**src/rtl/ext_bus_defs.svh**
```systemverilog
// Register offsets, reset values and field positions of the bus-port block.
// Assumes inclusion by the design module only.
`ifndef EXT_BUS_DEFS_SVH
`define EXT_BUS_DEFS_SVH

// ----------------------------------------------------------------------
// Register indices (byte address is four times the index)
// ----------------------------------------------------------------------
`define IDX_UPPER_DATA   8'h00
`define IDX_LOWER_DATA   8'h01
`define IDX_UPPER_DIR    8'h02
`define IDX_LOWER_DIR    8'h03
`define IDX_CTRL_DATA    8'h08
`define IDX_CTRL_DIR     8'h09
`define IDX_ASSIGN       8'h0a
`define IDX_PULLUP       8'h0c
`define IDX_MODE_CFG     8'h0b
`define IDX_MISC         8'h13
`define IDX_ACCESS       8'h20
`define IDX_STATUS       8'h21
`define EXP_REG_COUNT    8'h10

// ----------------------------------------------------------------------
// Reset values
// ----------------------------------------------------------------------
`define RST_PORT_DIR     8'h00
`define RST_PORT_DATA    8'h00
`define RST_ASSIGN       8'h00
`define RST_MODE_CFG     8'h00
`define RST_MISC         8'h00
`define RST_PULLUP       8'h10

// ----------------------------------------------------------------------
// Field positions
// ----------------------------------------------------------------------
`define MODE_LSB         0
`define MODE_MSB         1
`define EME_BIT          2
`define NARROW_FOLLOWING_BUS_BIT         6
`define PUPE_BIT         4
`define ASG_BYTE_LANE_STROBE_N_BIT    3
`define ASG_RDW_BIT      2
`define ASG_DBE_BIT      7
`define INT_PINS_MASK    8'h03

`endif

```
**src/rtl/ext_bus_pkg.sv**
```systemverilog
// Types shared by the bus-port block.
// Assumes the constants header sits beside it.
package ext_bus_pkg;
    typedef enum logic [3:0] {
        MODE_SINGLE = 4'h1,
        MODE_WIDE   = 4'h2,
        MODE_NARROW = 4'h4,
        MODE_PERIPH = 4'h8
    } op_mode_t;

    typedef enum logic [2:0] {
        ST_IDLE = 3'h1,
        ST_ADDR = 3'h2,
        ST_DATA = 3'h4
    } ext_state_t;
endpackage : ext_bus_pkg

```
**src/rtl/external_bus_port_control.sv**
```systemverilog
// External multiplexed bus and shared general-purpose port control.
// Assumes an AHB-Lite master on hclk and external pins seen via 4 flops.
`timescale 1ns/100ps
`include "ext_bus_defs.svh"

module external_bus_port_control (
    // Clock and reset
    input  wire logic                  hclk,
    input  wire logic                  hresetn,
    input  wire logic                  clk_en,
    // AHB-Lite slave
    input  wire logic                  hsel,
    input  wire logic [31:0]           haddr,
    input  wire logic [1:0]            htrans,
    input  wire logic                  hwrite,
    input  wire logic [2:0]            hsize,
    input  wire logic [31:0]           hwdata,
    input  wire logic                  hready,
    output logic      [31:0]           hrdata,
    output logic                       hreadyout,
    output logic                       hresp,
    // Operating mode
    input  wire ext_bus_pkg::op_mode_t op_mode,
    // Internal access request for the external bus
    input  wire logic                  acc_req,
    input  wire logic [15:0]           acc_addr,
    input  wire logic                  acc_read,
    input  wire logic                  acc_byte,
    input  wire logic                  acc_ram,
    input  wire logic                  acc_regfollow,
    input  wire logic [15:0]           acc_wdata,
    output logic                       acc_done,
    output logic      [15:0]           acc_rdata,
    // Upper port pins
    input  wire logic [7:0]            upper_port_pins_in,
    output logic      [7:0]            upper_port_pins_out,
    output logic      [7:0]            upper_port_pins_oe,
    // Lower port pins
    input  wire logic [7:0]            lower_port_pins_in,
    output logic      [7:0]            lower_port_pins_out,
    output logic      [7:0]            lower_port_pins_oe,
    // Control port pins
    input  wire logic [7:0]            ctrl_port_pins_in,
    output logic      [7:0]            ctrl_port_pins_out,
    output logic      [7:0]            ctrl_port_pins_oe,
    output logic      [7:0]            ctrl_port_pullup,
    // Bus control outputs
    output logic                       byte_lane_strobe_n,
    output logic                       addr_bit0,
    output logic                       read_not_write,
    output logic                       data_bus_enable_n,
    output logic                       bus_narrow
);
    import ext_bus_pkg::*;

    // ------------------------------------------------------------------
    // Pin synchronisers
    // ------------------------------------------------------------------
    logic [23:0] sync1_ff;
    logic [23:0] sync2_ff;
    logic [23:0] sync3_ff;
    logic [23:0] pins_ff;
    logic [23:0] raw_pins;

    assign raw_pins = {ctrl_port_pins_in, lower_port_pins_in,
                       upper_port_pins_in};

    // A pin change counts once the second and third stages agree.
    genvar gi;
    generate
        for (gi = 0; gi < 24; gi++) begin : g_sync
            always_ff @(posedge hclk or negedge hresetn) begin
                if (!hresetn) begin
                    sync1_ff[gi] <= 1'b0;
                    sync2_ff[gi] <= 1'b0;
                    sync3_ff[gi] <= 1'b0;
                    pins_ff[gi]  <= 1'b0;
                end else if (clk_en) begin
                    sync1_ff[gi] <= raw_pins[gi];
                    sync2_ff[gi] <= sync1_ff[gi];
                    sync3_ff[gi] <= sync2_ff[gi];
                    if (sync2_ff[gi] == sync3_ff[gi]) begin
                        pins_ff[gi] <= sync3_ff[gi];
                    end
                end
            end
        end
    endgenerate

    // ------------------------------------------------------------------
    // Mode decode
    // ------------------------------------------------------------------
    logic expanded;
    logic periph;
    logic bus_pins;

    assign expanded = (op_mode == MODE_WIDE) || (op_mode == MODE_NARROW);
    assign periph   = (op_mode == MODE_PERIPH);
    assign bus_pins = expanded || periph;

    // ------------------------------------------------------------------
    // AHB-Lite address phase capture
    // ------------------------------------------------------------------
    logic       wr_pend_ff;
    logic [7:0] wr_idx_ff;
    logic       start;
    logic [7:0] idx;

    assign start     = hsel && hready && htrans[1];
    assign idx       = haddr[9:2];
    assign hreadyout = 1'b1;
    assign hresp     = 1'b0;

    always_ff @(posedge hclk or negedge hresetn) begin
        if (!hresetn) begin
            wr_pend_ff <= 1'b0;
            wr_idx_ff  <= 8'h00;
        end else if (clk_en) begin
            wr_pend_ff <= start && hwrite;
            wr_idx_ff  <= idx;
        end
    end

    // ------------------------------------------------------------------
    // Registers
    // ------------------------------------------------------------------
    logic [7:0] upper_port_data_ff;
    logic [7:0] lower_port_data_ff;
    logic [7:0] upper_port_direction_ff;
    logic [7:0] lower_port_direction_ff;
    logic [7:0] control_port_data_ff;
    logic [7:0] control_port_direction_ff;
    logic [7:0] control_pin_assignment_ff;
    logic [7:0] pullup_ctrl_ff;
    logic [7:0] mode_cfg_ff;
    logic [7:0] misc_ff;
    logic       upper_map;
    logic       lower_map;
    logic       ctrl_map;
    logic       exp_map;
    logic [7:0] wd;

    assign wd        = hwdata[7:0];
    assign exp_map   = !(periph && (wr_idx_ff < `EXP_REG_COUNT));
    assign upper_map = !bus_pins;
    assign lower_map = !bus_pins;
    assign ctrl_map  = !periph &&
                       !(expanded && mode_cfg_ff[`EME_BIT]);

    always_ff @(posedge hclk or negedge hresetn) begin
        if (!hresetn) begin
            upper_port_data_ff        <= `RST_PORT_DATA;
            lower_port_data_ff        <= `RST_PORT_DATA;
            upper_port_direction_ff   <= `RST_PORT_DIR;
            lower_port_direction_ff   <= `RST_PORT_DIR;
            control_port_data_ff      <= `RST_PORT_DATA;
            control_port_direction_ff <= `RST_PORT_DIR;
            control_pin_assignment_ff <= `RST_ASSIGN;
            pullup_ctrl_ff            <= `RST_PULLUP;
            mode_cfg_ff               <= `RST_MODE_CFG;
            misc_ff                   <= `RST_MISC;
        end else if (clk_en && wr_pend_ff) begin
            case (wr_idx_ff)
                `IDX_UPPER_DATA: begin
                    if (upper_map && exp_map) begin
                        upper_port_data_ff <= wd;
                    end
                end
                `IDX_LOWER_DATA: begin
                    if (lower_map && exp_map) begin
                        lower_port_data_ff <= wd;
                    end
                end
                `IDX_UPPER_DIR: begin
                    if (upper_map && exp_map) begin
                        upper_port_direction_ff <= wd;
                    end
                end
                `IDX_LOWER_DIR: begin
                    if (lower_map && exp_map) begin
                        lower_port_direction_ff <= wd;
                    end
                end
                `IDX_CTRL_DATA: begin
                    if (ctrl_map) begin
                        control_port_data_ff <= wd;
                    end
                end
                `IDX_CTRL_DIR: begin
                    if (ctrl_map) begin
                        control_port_direction_ff <= wd;
                    end
                end
                `IDX_ASSIGN: begin
                    if (exp_map) begin
                        control_pin_assignment_ff <= wd;
                    end
                end
                `IDX_PULLUP: begin
                    if (exp_map) begin
                        pullup_ctrl_ff <= wd;
                    end
                end
                `IDX_MODE_CFG: begin
                    if (exp_map) begin
                        mode_cfg_ff <= wd;
                    end
                end
                `IDX_MISC: begin
                    misc_ff <= wd;
                end
                default: begin
                end
            endcase
        end
    end

    // ------------------------------------------------------------------
    // External access engine
    // ------------------------------------------------------------------
    ext_state_t  state_ff;
    ext_state_t  nxt_state;
    logic        strobe_ff;
    logic        a0_ff;
    logic        rw_ff;
    logic        narrow_ff;
    logic [15:0] addr_ff;
    logic [15:0] wdata_ff;
    logic [15:0] rdata_ff;
    logic        done_ff;
    logic        nxt_narrow;
    logic        swap;
    logic        take;

    // A request stands until done is seen, so the done cycle takes none.
    assign take       = (state_ff == ST_IDLE) && acc_req && bus_pins &&
                        !done_ff;

    // Narrow width in narrow mode, or the following region in wide mode when selected.
    assign nxt_narrow = (op_mode == MODE_NARROW) ||
                        ((op_mode == MODE_WIDE) && acc_regfollow &&
                         misc_ff[`NARROW_FOLLOWING_BUS_BIT]);
    assign swap       = !acc_byte && acc_addr[0] && acc_ram;

    always_comb begin
        nxt_state = state_ff;
        case (state_ff)
            ST_IDLE: begin
                if (take) begin
                    nxt_state = ST_ADDR;
                end
            end
            ST_ADDR: nxt_state = ST_DATA;
            ST_DATA: nxt_state = ST_IDLE;
            default: nxt_state = ST_IDLE;
        endcase
    end

    always_ff @(posedge hclk or negedge hresetn) begin
        if (!hresetn) begin
            state_ff <= ST_IDLE;
        end else if (clk_en) begin
            state_ff <= nxt_state;
        end
    end

    always_ff @(posedge hclk or negedge hresetn) begin
        if (!hresetn) begin
            strobe_ff <= 1'b1;
            a0_ff     <= 1'b0;
            rw_ff     <= 1'b1;
            narrow_ff <= 1'b0;
            addr_ff   <= 16'h0000;
            wdata_ff  <= 16'h0000;
        end else if (clk_en && take) begin
            addr_ff   <= acc_addr;
            rw_ff     <= acc_read;
            narrow_ff <= nxt_narrow;
            if (acc_byte) begin
                strobe_ff <= !acc_addr[0];
                a0_ff     <= acc_addr[0];
                wdata_ff  <= {acc_wdata[7:0], acc_wdata[7:0]};
            end else if (swap) begin
                strobe_ff <= 1'b1;
                a0_ff     <= 1'b1;
                wdata_ff  <= {acc_wdata[7:0], acc_wdata[15:8]};
            end else begin
                strobe_ff <= 1'b0;
                a0_ff     <= 1'b0;
                wdata_ff  <= acc_wdata;
            end
        end
    end

    always_ff @(posedge hclk or negedge hresetn) begin
        if (!hresetn) begin
            rdata_ff <= 16'h0000;
            done_ff  <= 1'b0;
        end else if (clk_en) begin
            done_ff <= (state_ff == ST_DATA);
            if (state_ff == ST_DATA) begin
                if (narrow_ff) begin
                    rdata_ff <= {8'h00, pins_ff[7:0]};
                end else if (a0_ff && strobe_ff) begin
                    rdata_ff <= {pins_ff[15:8], pins_ff[7:0]};
                end else begin
                    rdata_ff <= {pins_ff[7:0], pins_ff[15:8]};
                end
            end
        end
    end

    assign acc_done           = done_ff;
    assign acc_rdata          = rdata_ff;
    assign byte_lane_strobe_n = strobe_ff;
    assign addr_bit0          = a0_ff;
    assign read_not_write     = rw_ff;
    assign bus_narrow         = narrow_ff;
    assign data_bus_enable_n  = !(state_ff == ST_DATA);

    // ------------------------------------------------------------------
    // Pin drive
    // ------------------------------------------------------------------
    logic drive_data;

    assign drive_data = (state_ff == ST_DATA) && !rw_ff;

    always_comb begin
        if (!bus_pins) begin
            upper_port_pins_out = upper_port_data_ff;
            upper_port_pins_oe  = upper_port_direction_ff;
            lower_port_pins_out = lower_port_data_ff;
            lower_port_pins_oe  = lower_port_direction_ff;
        end else if (state_ff == ST_ADDR) begin
            upper_port_pins_out = addr_ff[15:8];
            upper_port_pins_oe  = 8'hff;
            lower_port_pins_out = addr_ff[7:0];
            lower_port_pins_oe  = 8'hff;
        end else if (narrow_ff) begin
            upper_port_pins_out = a0_ff ? wdata_ff[15:8]
                                        : wdata_ff[7:0];
            upper_port_pins_oe  = {8{drive_data}};
            lower_port_pins_out = addr_ff[7:0];
            lower_port_pins_oe  = 8'hff;
        end else begin
            upper_port_pins_out = wdata_ff[15:8];
            upper_port_pins_oe  = {8{drive_data}};
            lower_port_pins_out = wdata_ff[7:0];
            lower_port_pins_oe  = {8{drive_data}};
        end
    end

    // Control port: bus roles override direction, interrupt pins input only.
    logic [7:0] role_sel;
    logic [7:0] role_val;

    assign role_sel = expanded ?
        (control_pin_assignment_ff & 8'h8c) : 8'h00;
    assign role_val = {data_bus_enable_n, 3'h0, byte_lane_strobe_n,
                       read_not_write, 2'h0};

    generate
        for (gi = 0; gi < 8; gi++) begin : g_ctrl
            always_comb begin
                if (gi < 2) begin
                    ctrl_port_pins_oe[gi]  = 1'b0;
                    ctrl_port_pins_out[gi] = 1'b0;
                end else if (role_sel[gi]) begin
                    ctrl_port_pins_oe[gi]  = 1'b1;
                    ctrl_port_pins_out[gi] = role_val[gi];
                end else begin
                    ctrl_port_pins_oe[gi]  =
                        control_port_direction_ff[gi];
                    ctrl_port_pins_out[gi] = control_port_data_ff[gi];
                end
                ctrl_port_pullup[gi] = pullup_ctrl_ff[`PUPE_BIT] &&
                    (gi == 0 || gi == 1 || gi == 2 || gi == 3 || gi == 7) &&
                    !ctrl_port_pins_oe[gi];
            end
        end
    endgenerate

    // ------------------------------------------------------------------
    // Read data
    // ------------------------------------------------------------------
    logic [7:0] rd_byte;

    always_ff @(posedge hclk or negedge hresetn) begin
        if (!hresetn) begin
            hrdata <= 32'h0000_0000;
        end else if (clk_en && start && !hwrite) begin
            hrdata <= {24'h000000, rd_byte};
        end
    end

    always_comb begin
        rd_byte = 8'h00;
        case (idx)
            `IDX_UPPER_DATA: rd_byte = upper_map ? ((upper_port_direction_ff
                & upper_port_data_ff) | (~upper_port_direction_ff
                & pins_ff[7:0])) : 8'h00;
            `IDX_LOWER_DATA: rd_byte = lower_map ? ((lower_port_direction_ff
                & lower_port_data_ff) | (~lower_port_direction_ff
                & pins_ff[15:8])) : 8'h00;
            `IDX_UPPER_DIR:  rd_byte = upper_map ? upper_port_direction_ff
                                                 : 8'h00;
            `IDX_LOWER_DIR:  rd_byte = lower_map ? lower_port_direction_ff
                                                 : 8'h00;
            `IDX_CTRL_DATA:  rd_byte = ctrl_map ? ((ctrl_port_pins_oe
                & control_port_data_ff) | (~ctrl_port_pins_oe
                & pins_ff[23:16])) : 8'h00;
            `IDX_CTRL_DIR:   rd_byte = ctrl_map ? control_port_direction_ff
                                                : 8'h00;
            `IDX_ASSIGN:     rd_byte = periph ? 8'h00
                                              : control_pin_assignment_ff;
            `IDX_PULLUP:     rd_byte = periph ? 8'h00 : pullup_ctrl_ff;
            `IDX_MODE_CFG:   rd_byte = periph ? 8'h00 : mode_cfg_ff;
            `IDX_MISC:       rd_byte = misc_ff;
            `IDX_STATUS:     rd_byte = {5'h00, narrow_ff, state_ff != ST_IDLE,
                                        bus_pins};
            default:         rd_byte = 8'h00;
        endcase
    end
endmodule : external_bus_port_control

```
**config.mk**
```make
export PLATFORM = sky130hd
export DESIGN_NAME = external_bus_port_control
export DESIGN_NICKNAME = d
export VERILOG_FILES = /design/src/rtl/ext_bus_pkg.sv /design/src/rtl/external_bus_port_control.sv
export VERILOG_INCLUDE_DIRS = /design/src /design/src/rtl
export SDC_FILE = /design/constraint.sdc
export NUM_CORES = 1
export LEC_CHECK = 0
export BUFFER_PORTS_ARGS = -buffer_cell sky130_fd_sc_hd__buf_2
export CAP_MARGIN = 20
export CORE_ASPECT_RATIO = 0.8
export CORE_MARGIN = 1
export CORE_UTILIZATION = 50
export DETAILED_ROUTE_END_ITERATION = 8
export PLACE_DENSITY = 0.82
export REMOVE_ABC_BUFFERS = 1
export SLEW_MARGIN = 20
export SYNTH_ARGS = -nofsm -noshare
export SYNTH_HDL_FRONTEND = slang
export SYNTH_SLANG_ARGS = --single-unit
```
**constraint.sdc**
```tcl
create_clock -name hclk -period 2.81 [get_ports hclk]
set_input_delay 0.843 -clock hclk [delete_from_list [all_inputs] [get_ports hclk]]
set_output_delay 0.843 -clock hclk [all_outputs]
set_load 0.02 [all_outputs]
```
* Yosys cells after proc, flatten, opt, wreduce, memory -nomap -nowiden
Cells that the tools add are included.
Word-level totals: memories kept 0, register bits 249, logic and storage cells 304, RAM bits 0, ROM bits 0, output and inout bits 112, bits of input ports 140, bits in latches 0
Operators by class: bitwise logic cells 13, magnitude comparators 1, muxes and demuxes 44, shifts and indexed selects 0, div/mod/pow operators 0, add/subtract/negate cells 0, equality and inequality tests 51, multipliers 0, reduce and logical (&&, ||, !) cells 77
Operator list (number):
- 2-to-1 mux 8 bit | 22
- one-hot mux 8 bit (11 select lines) | 1
- equality test 8 x 4 -> 1 bit (second input constant) | 10
- 2-to-1 mux 16 bit | 4
- AND reduction 2 bit | 27
- bitwise AND 8 bit | 6
- equality test 8 x 2 -> 1 bit (second input constant) | 4
- AND reduction 3 bit | 9
- equality test 1 bit | 24
- inverter 8 bit | 3
- bitwise OR 8 bit | 3
- logical AND 1 bit | 23
- equality test 8 x 1 -> 1 bit (second input constant) | 2
- equality test 8 x 5 -> 1 bit (second input constant) | 2
- zero test 8 bit | 2
- 2-to-1 mux 1 bit | 15
- zero test 1 bit | 13
- equality test 8 x 6 -> 1 bit (second input constant) | 1
- less-than comparator 8 x 5 -> 1 bit (second input constant) | 1
- one-hot mux 3 bit (2 select lines) | 1
- equality test 4 x 2 -> 1 bit (second input constant) | 1
- equality test 4 x 3 -> 1 bit (second input constant) | 1
- equality test 4 bit (second input constant) | 1
- equality test 3 x 1 -> 1 bit (second input constant) | 1
- 7 further kinds | 9

* Longest topological paths before layout
Gate-level depths: netlist of run 1.
depth in word-level cells 9, mapped depth 8, mapped depth without buffers 5

* Least setup slack after synthesis of run 1
OpenSTA, ideal clock, no wires.
path kind input to output, start point input port op_mode[1], end point output port upper_port_pins_out[3], required time 1.967 ns, arrival 2.288 ns, slack -0.321 ns, buffers on the path 3, cell stages on the path 6, cells stage by stage buf_6 > o21ai_0 > o211ai_4 > buf_2 > clkbuf_1 > o21ai_0
Between the ends: word-level cells in the longest chain between the ends 4, elaborated cells on any way between the ends 6, classes of those cells eq/ne: 3; mux: 1; reduce/logical: 2
Ends and longest elaborated chain:
- start: declaration | RTL line external_bus_port_control.sv:23 | input wire ext_bus_pkg::op_mode_t op_mode,
- equality test 4 x 2 -> 1 bit or equality test 4 x 3 -> 1 bit (tied branches) | RTL line external_bus_port_control.sv:97 | assign expanded = (op_mode == MODE_WIDE) || (op_mode == MODE_NARROW);
- logical OR 1 bit | RTL line external_bus_port_control.sv:97
- logical OR 1 bit (*) | RTL line external_bus_port_control.sv:99 | assign bus_pins = expanded || periph;
- 2-to-1 mux 8 bit (*) | RTL line external_bus_port_control.sv:329 | if (!bus_pins) begin
- end: declaration | RTL line external_bus_port_control.sv:36 | output logic [7:0] upper_port_pins_out,
Mark *: on every way between the ends. The rest lies on a longest branch, timed or not.

* Worst setup path after layout of run 1
start point input port op_mode[3], end point output port upper_port_pins_oe[7]
Between the ends: word-level cells in the longest chain between the ends 4, elaborated cells on any way between the ends 6, classes of those cells eq/ne: 3; mux: 1; reduce/logical: 2
Ends and longest elaborated chain:
- equality test 4 x 2 -> 1 bit or equality test 4 x 3 -> 1 bit (tied branches) | RTL line external_bus_port_control.sv:97
- logical OR 1 bit | RTL line external_bus_port_control.sv:97
- logical OR 1 bit (*) | RTL line external_bus_port_control.sv:99
- 2-to-1 mux 8 bit (*) | RTL line external_bus_port_control.sv:329
- end: declaration | RTL line external_bus_port_control.sv:37 | output logic [7:0] upper_port_pins_oe,
Marks and branches as above.

==> out/results.tsv, run 1 <==
stage	metric	value	unit
critical_path	path_cells	buf_12 -> xor2_4 -> o211ai_4 -> buf_12 -> a21oi_4 -> buf_12 -> a21o_1 -> buf_6	
critical_path	slowest_stage	a21o_1	
synthesis	synth.area.top_cells	dfrtp_1 50%, mux2_2 15%, mux2i_1 4.1%, a21oi_1 2.7%, o21ai_0 2.7%	
global_route	grt_max_degree	87	
die	fp.coreArea	0.0235	mm^2
synthesis	ys_types	67	
finish	fillers	1766	
global_route	grt_overflow	0	
power_and_ir_drop	power_frac_seq	44.2	%
cts	hold_buffers	0	
cts	cts_tree	done	
sta	fin_tns_setup	-0.932	ns
drt	drtIter0Drc	763	
power_and_ir_drop	p_per_area	707	mW/mm^2
synthesis	syn_area	0.0121	mm^2
placement	post-place-ws	-0.171	ns
die	die_area	0.0248	mm^2
drt	via_per_inst	5.81	
synthesis	syn_avg_cell_area	11.5	um^2
synthesis	yosysSeqAreaShare	51.3	%
power_and_ir_drop	combPwrFrac	21.6	%
critical_path	cp_slowest_stage_delay	0.20	ns
placement	io_buffers	166	
die	io_pins	252	
drt	dr_total_vias	9112	
sta	fin_crit_sh	103	%
power_and_ir_drop	ir_drop	0.661	mV
status	violations	negative setup slack	
global_route	grt_use_total	25.8	%
critical_path	critical_path_class	in2out	
finish	fin_area	0.0148	mm^2
sta	maxSlewHeadroom	59.1	%
critical_path	start_kind	input port	
synthesis	yosys_warnings	0	
finish	layout-drive-gt1-share	41.0	%
critical_path	cp-end-kind	output pin	
finish	nNetsFinal	1377	
critical_path	cp.required	1.97	ns
drt	dr.pass1.iters	6	
die	fp.dieW	176	um
power_and_ir_drop	leakage	7.22	nW
sta	layout_min_cycle_time	2.88	ns
sta	clock_skew	0.0170	ns
critical_path	worst-path-buf-inv	4	
synthesis	synth_seq_cells	247	
critical_path	arrival	2.04	ns
sta	fin_ws	-0.0736	ns
power_and_ir_drop	p_sw	3.07	mW
die	rows	50	
critical_path	path_max_fanout	8	
die	die_h	141	um
placement	gp_congestion	0.961	
power_and_ir_drop	pwr-share-clk	34.1	%
sta	rsz0062_at_grt	yes	
placement	placed_cell_area	0.0133	mm^2
sta	holdWs	0.264	ns
drt	drcViolationCount	0	
sta	max_freq	0.347	GHz
synthesis	synth_top_area_cell	dfrtp_1	
placement	numPlacedInstances	1512	
synthesis	synth_edf_count	0	
cts	root_buffer	clkbuf_16	
power_and_ir_drop	power_switching_share	29.3	%
drt	wirelength	31800	um
status	status	finished, violations left	
finish	post-route-util	63.1	%
finish	final_cell_mix	240 x dfrtp_1, 162 x mux2_2, 126 x buf_2, 78 x nand2_1, 64 x a21oi_1	
synthesis	postSynthCellCount	1053	
global_route	antenna_found_initial	0	
cts	clkSinkCount	247	
drt	wl_per_cell	20.3	um
critical_path	r2r_slack	0.64	ns
sta	setup_viol	25	
finish	instances_no_fill	1567	
critical_path	cpLargestDelayFamily	buffers and inverters	
flow_run	max_cap_violations	0	
synthesis	synth_flop_cell	dfrtp_1	
synthesis	netlist.area_leader.share	50.4	%
global_route	grt_pass1_vias	9075	
cts	path_clk_slew	0.06	ns
worst_hold_path	min-delay-path-class	in2async	
finish	mostFrequentLayoutCell	dfrtp_1	
cts	clk_path_buf_depth	3	
placement	hpwl	22000	um
synthesis	async_reset_ff_share	100	%
die	initial_core_util	51.3	%
finish	diodes	0	
power_and_ir_drop	power.internal	7.42	mW
drt	ant_nets	0	
critical_path	crit_top_cell	buf_12	
cts	cts_buffers	25	
power_and_ir_drop	p_total	10.5	mW
cts	clk_latency	0.52	ns
sta	slew_violations	0	
cts	htree_levels	1	
finish	syn_to_final_growth	22.9	%
global_route	grt_pass1_wl	49700	um
sta	report.final.hold_viol_count	0	
sta	worstMarginPinSlew	0.610	ns
==> what timing repair did <==
item	CTS	global route
buffers inserted	6	7
pin swaps	10	11
cloned	1	0
resized for setup	118	40
setup endpoints to repair	38	39
==> power groups by stage <==
stage | registers (mW) | clock network [mW] | logic, mW
after detailed placement | 4.66 | 0 | 1.99
after global routing | 4.71 | 3.78 | 2.47
after CTS | 4.61 | 3.64 | 2.17
final | 4.64 | 3.58 | 2.27
after floorplan | 4.56 | 0 | 1.23
after global placement | 4.63 | 0 | 1.93
==> final cells by class <==
cell class	instances	area, um^2	area share, %
multi-input combinational	718	5620	37.9
tap	312	390	2.63
clock inverter	14	200	1.35
inverter	21	78.8	0.531
timing repair buffer	224	1660	11.2
sequential	247	6190	41.7
clock buffer	31	688	4.64
==> worst paths after layout <==
| check | start | to | depth (start not counted) |
|---|---|---|---|
| min in group hclk | acc_rdata[3] | acc_rdata[3] | 2 |
| min reg2reg | acc_rdata[3] | acc_rdata[3] | 2 |
| max reg2reg | state_ff[0] | addr_ff[14] | 5 |
| max | op_mode[3] | upper_port_pins_oe[7] | 8 |
| max in group asynchronous | hresetn | misc_ff[4] | 2 |
| min | hresetn | lower_port_data_ff[3] | 1 |
==> per-layer routing <==
layer / GRT usage [%] / wire, um / up-vias
met3: 6.39 / 2830 / 68
met4: 7.64 / 920 / 0
met5: 0 / 0 / -
li1: - / - / 4055
met1: 35.7 / 13600 / 4572
met2: 40.2 / 14500 / 417
==> cell usage after synthesis, drive strengths merged (2+ instances only) <==
cell type  number
o31ai           9
nor2b           7
clkbuf         20
nand3          12
nand2          88
o311a           2
xor2            2
nand2b         28
a311oi          2
a32oi           6
o311ai          6
inv            20
a22oi           7
a31oi           4
a21o           18
and3b           2
and2            5
nor3b           5
a21oi          66
a211oi          5
or3b            2
o22ai           3
nand4           9
mux2i          50
conb            2
o21a            2
o21ai          66
nor4            3
a222oi          2
nor3            8
a32o            5
dfrtp         243
dfstp           4
mux4            2
buf            78
o211ai          6
mux2          187
nor2           55
==> worst register-to-register path, stage by stage (launching register included) <==
cell	delay [ns]
dfstp_2	0.60
or3b_1	0.47
nor3_2	0.29
nand2b_2	0.14
buf_12	0.19
mux2_1	0.34
==> sequential cells by signal (all words and copies together) (netlist names), 6 cells and up <==
name / flops
control_port_data_ff: 6
hrdata: 8
sync1_ff: 24
control_port_direction_ff: 8
lower_port_direction_ff: 8
sync3_ff: 24
pullup_ctrl_ff: 8
addr_ff: 16
acc_rdata: 16
upper_port_data_ff: 8
lower_port_data_ff: 8
misc_ff: 8
mode_cfg_ff: 8
pins_ff: 24
upper_port_direction_ff: 8
wdata_ff: 16
sync2_ff: 24
control_pin_assignment_ff: 8
wr_idx_ff: 8
==> cells by family (layout without fill, tap and decap cells) <==
kind of cell              Yosys count  in the layout  synth area share (%)
buffers and inverters             119            290                  5.35
muxes                             239            239                  22.3
other                               2             33                0.0623
and+or+nand+nor                   232            232                  9.99
AOI/OAI and AO/OA                 211            211                  10.8
xor gates and xnor gates            3              3                 0.218
DFF                               247            247                  51.3
Power figures use the tool's default switching activity.
==> run 2, diff against run 1 <==
RECOVER_POWER = 100   (was default)
==> out/results.tsv, run 2 (synthesized netlist as in run 1, its figures left out) <==
stage	metric	value	unit	change
global_route	grt_overflow	0		unchanged
power_and_ir_drop	power_switching_share	29.3	%	+0.043 points
placement	placed_cell_area	0.0133	mm^2	unchanged
global_route	antenna_found_initial	0		unchanged
sta	worstMarginPinSlew	1.59	ns	+0.980 ns
finish	fillers	1800		+1.9%
drt	drcViolationCount	0		unchanged
power_and_ir_drop	combPwrFrac	21.5	%	about the same
drt	wirelength	31800	um	-0.12%
sta	slew_violations	59		+59
critical_path	crit_end	upper_port_pins_oe[6]		
cts	hold_buffers	0		unchanged
sta	fin_crit_sh	103	%	+0.27 points
cts	clk_latency	0.52	ns	about the same
power_and_ir_drop	power_frac_seq	44.3	%	about the same
sta	max_freq	0.346	GHz	-0.26%
sta	setup_viol	25		unchanged
critical_path	ff2ff_path_depth	7		+2
sta	clock_skew	0.0163	ns	-0.000757 ns
power_and_ir_drop	p_total	10.5	mW	-0.23%
critical_path	r2r-start	state_ff[0]		
cts	clkSinkCount	247		unchanged
drt	via_per_inst	5.81		unchanged
finish	nNetsFinal	1377		unchanged
status	violations	max-capacitance violations, max-slew violations, negative setup slack		
power_and_ir_drop	p_per_area	712	mW/mm^2	+0.69%
sta	report.final.hold_viol_count	0		unchanged
die	die_area	0.0248	mm^2	unchanged
die	rows	50		unchanged
cts	root_buffer	clkbuf_16		
sta	fin_ws	-0.0810	ns	-0.00748 ns
drt	wl_per_cell	20.3	um	-0.12%
flow_run	max_cap_violations	1		+1
finish	fin_area	0.0147	mm^2	-0.91%
finish	multi_input_area	0.00562	mm^2	-0.13%
drt	dr_total_vias	9112		unchanged
finish	mostFrequentLayoutCell	dfrtp_1		
placement	io_buffers	166		unchanged
finish	layout-drive-gt1-share	38.0	%	-3.0 points
finish	final_cell_mix	241 x dfrtp_1, 162 x mux2_2, 96 x buf_2, 79 x nand2_1, 64 x a21oi_1		
worst_hold_path	min-delay-path-class	reg2reg		
critical_path	start_kind	input port		
drt	drtIter0Drc	727		-4.7%
sta	maxSlewHeadroom	-6.03	%	-65 points
sta	layout_min_cycle_time	2.89	ns	+0.00748 ns
critical_path	path_cells	buf_12 -> xor2_4 -> o211ai_4 -> buf_12 -> a21oi_4 -> buf_12 -> a21o_1 -> buf_6		
global_route	grt_use_total	25.8	%	unchanged
power_and_ir_drop	p_sw	3.07	mW	about the same
critical_path	crit_path_start	op_mode[3]		
placement	hpwl	22000	um	unchanged
critical_path	path_max_fanout	8		unchanged
die	die_h	141	um	unchanged
critical_path	slowest_stage	a21o_1		
sta	rsz0062_at_grt	yes		
critical_path	crit_top_cell	buf_12		
finish	seq_area	0.00619	mm^2	about the same
power_and_ir_drop	power.internal	7.40	mW	-0.29%
global_route	grt_max_degree	87		unchanged
drt	ant_nets	0		unchanged
finish	post-route-util	62.5	%	-0.57 points
placement	gp_congestion	0.961		unchanged
critical_path	r2r-end	wdata_ff[7]		
status	status	finished, violations left		
cts	cts_buffers	25		unchanged
die	fp.coreArea	0.0235	mm^2	unchanged
critical_path	cp_slowest_stage_delay	0.21	ns	about the same
critical_path	r2r_slack	0.29	ns	-0.35 ns
critical_path	cp.required	1.97	ns	about the same
cts	cts_tree	done		
power_and_ir_drop	ir_drop	0.660	mV	about the same
cts	htree_levels	1		unchanged
drt	dr.pass1.iters	5		-1
critical_path	cp-end-kind	output pin		
die	initial_core_util	51.3	%	unchanged
finish	diodes	0		unchanged
die	io_pins	252		unchanged
critical_path	critical_path_class	in2out		
cts	path_clk_slew	0.06	ns	about the same
finish	syn_to_final_growth	21.8	%	
power_and_ir_drop	leakage	7.04	nW	-2.5%
cts	clk_path_buf_depth	3		unchanged
global_route	grt_pass1_wl	49700	um	unchanged
die	fp.dieW	176	um	unchanged
power_and_ir_drop	pwr-share-clk	34.2	%	about the same
critical_path	arrival	2.05	ns	about the same
global_route	grt_pass1_vias	9075		unchanged
[run 2: final cells by class]
class	instances	share of cell area, %
Multi-Input combinational cell	718	38.2
Clock buffer	31	4.68
Tap cell	312	2.66
Sequential cell	247	42.1
Inverter	21	0.536
Clock inverter	14	1.36
Timing Repair Buffer	224	10.4
[run 2: how the worst min path moves through the flow]
stage                       from  slack, ns  cells past startpoint           end
floorplan           wdata_ff[10]       0.45                      2  wdata_ff[10]
CTS                      hresetn       0.28                      1   pins_ff[23]
global route        wdata_ff[10]       0.51                      2  wdata_ff[10]
finish              sync3_ff[22]       0.48                      2   pins_ff[22]
global placement    acc_rdata[3]       0.46                      2  acc_rdata[3]
detailed placement  acc_rdata[3]       0.47                      2  acc_rdata[3]
[run 2: through the flow]
stage	worst slack [ns]	hold WS (ns)	cells	TNS [ns]
2_1_floorplan	-0.742	0.450	986	-31.38
3_3_place_gp	-0.159	0.462	1512	-4.08
3_5_place_dp	-0.171	0.466	1512	-4.63
4_1_cts	-0.0768	0.280	1562	-1.90
5_1_grt	-0.121	0.514	1567	-2.49
6_report	-0.0810	0.478	1567	-0.957
[run 2: worst max-delay path, delay by kind of cell]
family,cells,cell delay [ns]
buffers and inverters,4,0.57
AOI/OAI and AO/OA,3,0.44
xor gates and xnor gates,1,0.18
[run 2: layer usage]
metal	GRT usage (%)	wire [um]	vias to the layer above
met5	0	0	-
met4	7.64	796	0
met3	6.39	2830	55
met2	40.2	14600	414
met1	35.7	13500	4595
li1	-	-	4048
[run 2: power groups by stage]
stage | Sequential, mW | Combinational [mW] | Clock (mW)
after floorplan | 4.56 | 1.23 | 0
after global placement | 4.63 | 1.93 | 0
after detailed placement | 4.66 | 1.99 | 0
after CTS | 4.61 | 2.17 | 3.64
after global routing | 4.71 | 2.45 | 3.78
final | 4.64 | 2.25 | 3.58
[run 2: repair_timing]
| action | CTS | global route |
|---|---|---|
| buffers inserted | 6 | 7 |
| setup endpoints to repair | 38 | 39 |
| resized for setup | 118 | 40 |
| cloned | 1 | 0 |
| pin swaps | 10 | 11 |
==> run 3, diff against run 2 <==
CELL_PAD_IN_SITES_DETAIL_PLACEMENT = 0   (was default)
CELL_PAD_IN_SITES_GLOBAL_PLACEMENT = 1   (was default)
CORE_UTILIZATION = 39   (was 50)
PLACE_DENSITY = 0.81   (was 0.82)
==> out/results.tsv, run 3 (synthesized netlist as in run 1, its figures left out) <==
stage	metric	value	unit	change
die	fp.dieW	199	um	+13%
drt	wl_met1	15100	um	+11%
sta	setup_viol	34		+36%
sta	holdWs	0.480	ns	+0.00157 ns
critical_path	worst-path-buf-inv	4		unchanged
sta	worstMarginPinSlew	1.58	ns	-0.00931 ns
sta	report.final.hold_viol_count	0		unchanged
global_route	grt_pass1_wl	50400	um	+1.3%
drt	drtIter0Drc	518		-29%
power_and_ir_drop	ir_drop	0.486	mV	-26%
drt	dr.pass1.iters	5		unchanged
drt	wl_per_cell	19.3	um	-4.7%
critical_path	path_depth	8		unchanged
power_and_ir_drop	leakage	6.99	nW	-0.76%
drt	drcViolationCount	0		unchanged
critical_path	path_max_fanout	8		unchanged
critical_path	slowest_stage	xor2_1		
critical_path	cp_slowest_stage_delay	0.23	ns	+0.02 ns
drt	dr_wl_met2	14300	um	-2.3%
global_route	grt_overflow	0		unchanged
placement	io_buffers	166		unchanged
global_route	grt_max_degree	86		-1.1%
die	io_pins	252		unchanged
worst_hold_path	min-delay-path-class	reg2reg		
cts	clk_latency	0.55	ns	+0.03 ns
drt	dr_total_vias	8826		-3.1%
critical_path	cpLargestDelayFamily	buffers and inverters		
placement	gp_congestion	0.911		-5.3%
power_and_ir_drop	p_per_area	714	mW/mm^2	+0.26%
die	initial_core_util	39.7	%	-12 points
drt	ant_nets	0		unchanged
critical_path	path_cells	buf_12 -> xor2_1 -> o211ai_4 -> buf_12 -> a21oi_4 -> buf_12 -> a21o_1 -> buf_6		
cts	clk_path_buf_depth	3		unchanged
sta	max_freq	0.342	GHz	-1.1%
critical_path	cp-end-kind	output pin		
cts	htree_levels	1		unchanged
cts	cts_tree	done		
sta	slew_violations	92		+56%
cts	root_buffer	clkbuf_16		
sta	fin_crit_sh	104	%	+1.1 points
finish	mostFrequentLayoutCell	dfrtp_1		
placement	hpwl	22700	um	+3.1%
sta	fin_ws	-0.112	ns	-0.0315 ns
sta	maxSlewHeadroom	-5.41	%	+0.62 points
global_route	antenna_found_initial	0		unchanged
sta	clock_skew	0.0113	ns	-0.00503 ns
drt	maxUsedRoutingLayer	met4		
cts	hold_buffers	0		unchanged
die	die_area	0.0316	mm^2	+28%
critical_path	ff2ff_path_depth	6		-1
flow_run	max_cap_violations	2		+1
critical_path	cp.required	1.97	ns	about the same
global_route	grt_use_total	20.7	%	-5.1 points
die	fp.coreArea	0.0304	mm^2	+29%
finish	instances_no_fill	1670		+6.6%
drt	via_per_inst	5.29		-9.1%
global_route	grt_pass1_vias	8699		-4.1%
finish	nNetsFinal	1378		+0.073%
worst_hold_path	min_path_cells	2		unchanged
placement	post-place-ws	-0.188	ns	-0.0175 ns
drt	wirelength	32300	um	+1.5%
sta	rsz0062_at_grt	yes		
die	rows	57		+14%
status	violations	max-capacitance violations, max-slew violations, negative setup slack		
sta	layout_min_cycle_time	2.92	ns	+0.0315 ns
critical_path	crit_top_cell	buf_12		
finish	layout-drive-gt1-share	35.2	%	-2.8 points
finish	diodes	0		unchanged
cts	path_clk_slew	0.06	ns	about the same
critical_path	start_kind	input port		
cts	cts_buffers	28		+12%
status	status	finished, violations left		
critical_path	critical_path_class	in2out		
placement	numPlacedInstances	1608		+6.3%
die	die_h	159	um	+13%
cts	clkSinkCount	247		unchanged
finish	syn_to_final_growth	22.7	%	
finish	post-route-util	48.7	%	-14 points
finish	final_cell_mix	240 x dfrtp_1, 163 x mux2_2, 96 x buf_2, 87 x nand2_1, 60 x a21oi_1		
drt	wl_met3	1940	um	-31%
critical_path	arrival	2.08	ns	+0.03 ns
run 3: cell count changes in the layout (fill, tap and decap cells not counted), sizes merged:
cell and delta:
buf -9, bufinv -3, clkbuf +17, clkinv -2, clkinvlp -2, inv +1
run 3: report_power, final:
group | leakage, nW | switching, mW | total, mW | internal (mW)
registers | 3.17 | 0.495 | 4.63 | 4.13
logic | 3.34 | 1.18 | 2.21 | 1.04
clock network | 0.472 | 1.47 | 3.73 | 2.27
run 3: stage by stage:
stage               TNS [ns]  area (um^2)  total power, mW
global route           -4.40        14800             11.1
detailed placement     -4.48        13400             6.65
floorplan             -31.38        11600             5.79
global placement       -4.93        13400             6.58
CTS                    -1.97        14900             10.7
finish                 -2.23        14800             10.6
run 3: repair_timing:
item	4_1_cts	5_1_grt
gates cloned	3	1
endpoints found under the setup margin	35	38
buffers inserted	11	3
pin swaps	11	13
gates resized for setup	112	30
run 3: final timing paths:
check	from	to	slack (ns)
hold / removal	sync3_ff[11]	pins_ff[11]	0.48
min in group asynchronous	hresetn	addr_ff[11]	0.67
max in group asynchronous	hresetn	sync1_ff[6]	0.48
hold reg to reg	sync3_ff[11]	pins_ff[11]	0.48
setup / recovery	op_mode[3]	upper_port_pins_oe[6]	-0.11
setup reg to reg	state_ff[0]	byte_lane_strobe_n	0.45
run 3: final cells by class:
class | count | area (um^2)
tap | 413 | 517
multi-input combinational | 718 | 5490
clock inverter | 8 | 97.6
timing repair buffer | 222 | 1570
fill | 2812 | 15600
clock buffer | 41 | 851
sequential | 247 | 6190
inverter | 21 | 78.8
run 3: worst reg2reg max path: cells and delay by family, from the launching register on:
| kind | cells | cell delay (ns) |
|---|---|---|
| AO/OA/AOI/OAI | 2 | 0.55 |
| buffers and inverters | 1 | 0.27 |
| flip-flops | 1 | 0.59 |
| AND/OR/NAND/NOR | 3 | 0.90 |
run 3: per-layer routing:
layer / global-route usage (%) / vias up
met5: 0 / -
li1: - / 4045
met4: 6.40 / 0
met1: 31.0 / 4440
met2: 30.4 / 283
met3: 3.56 / 58
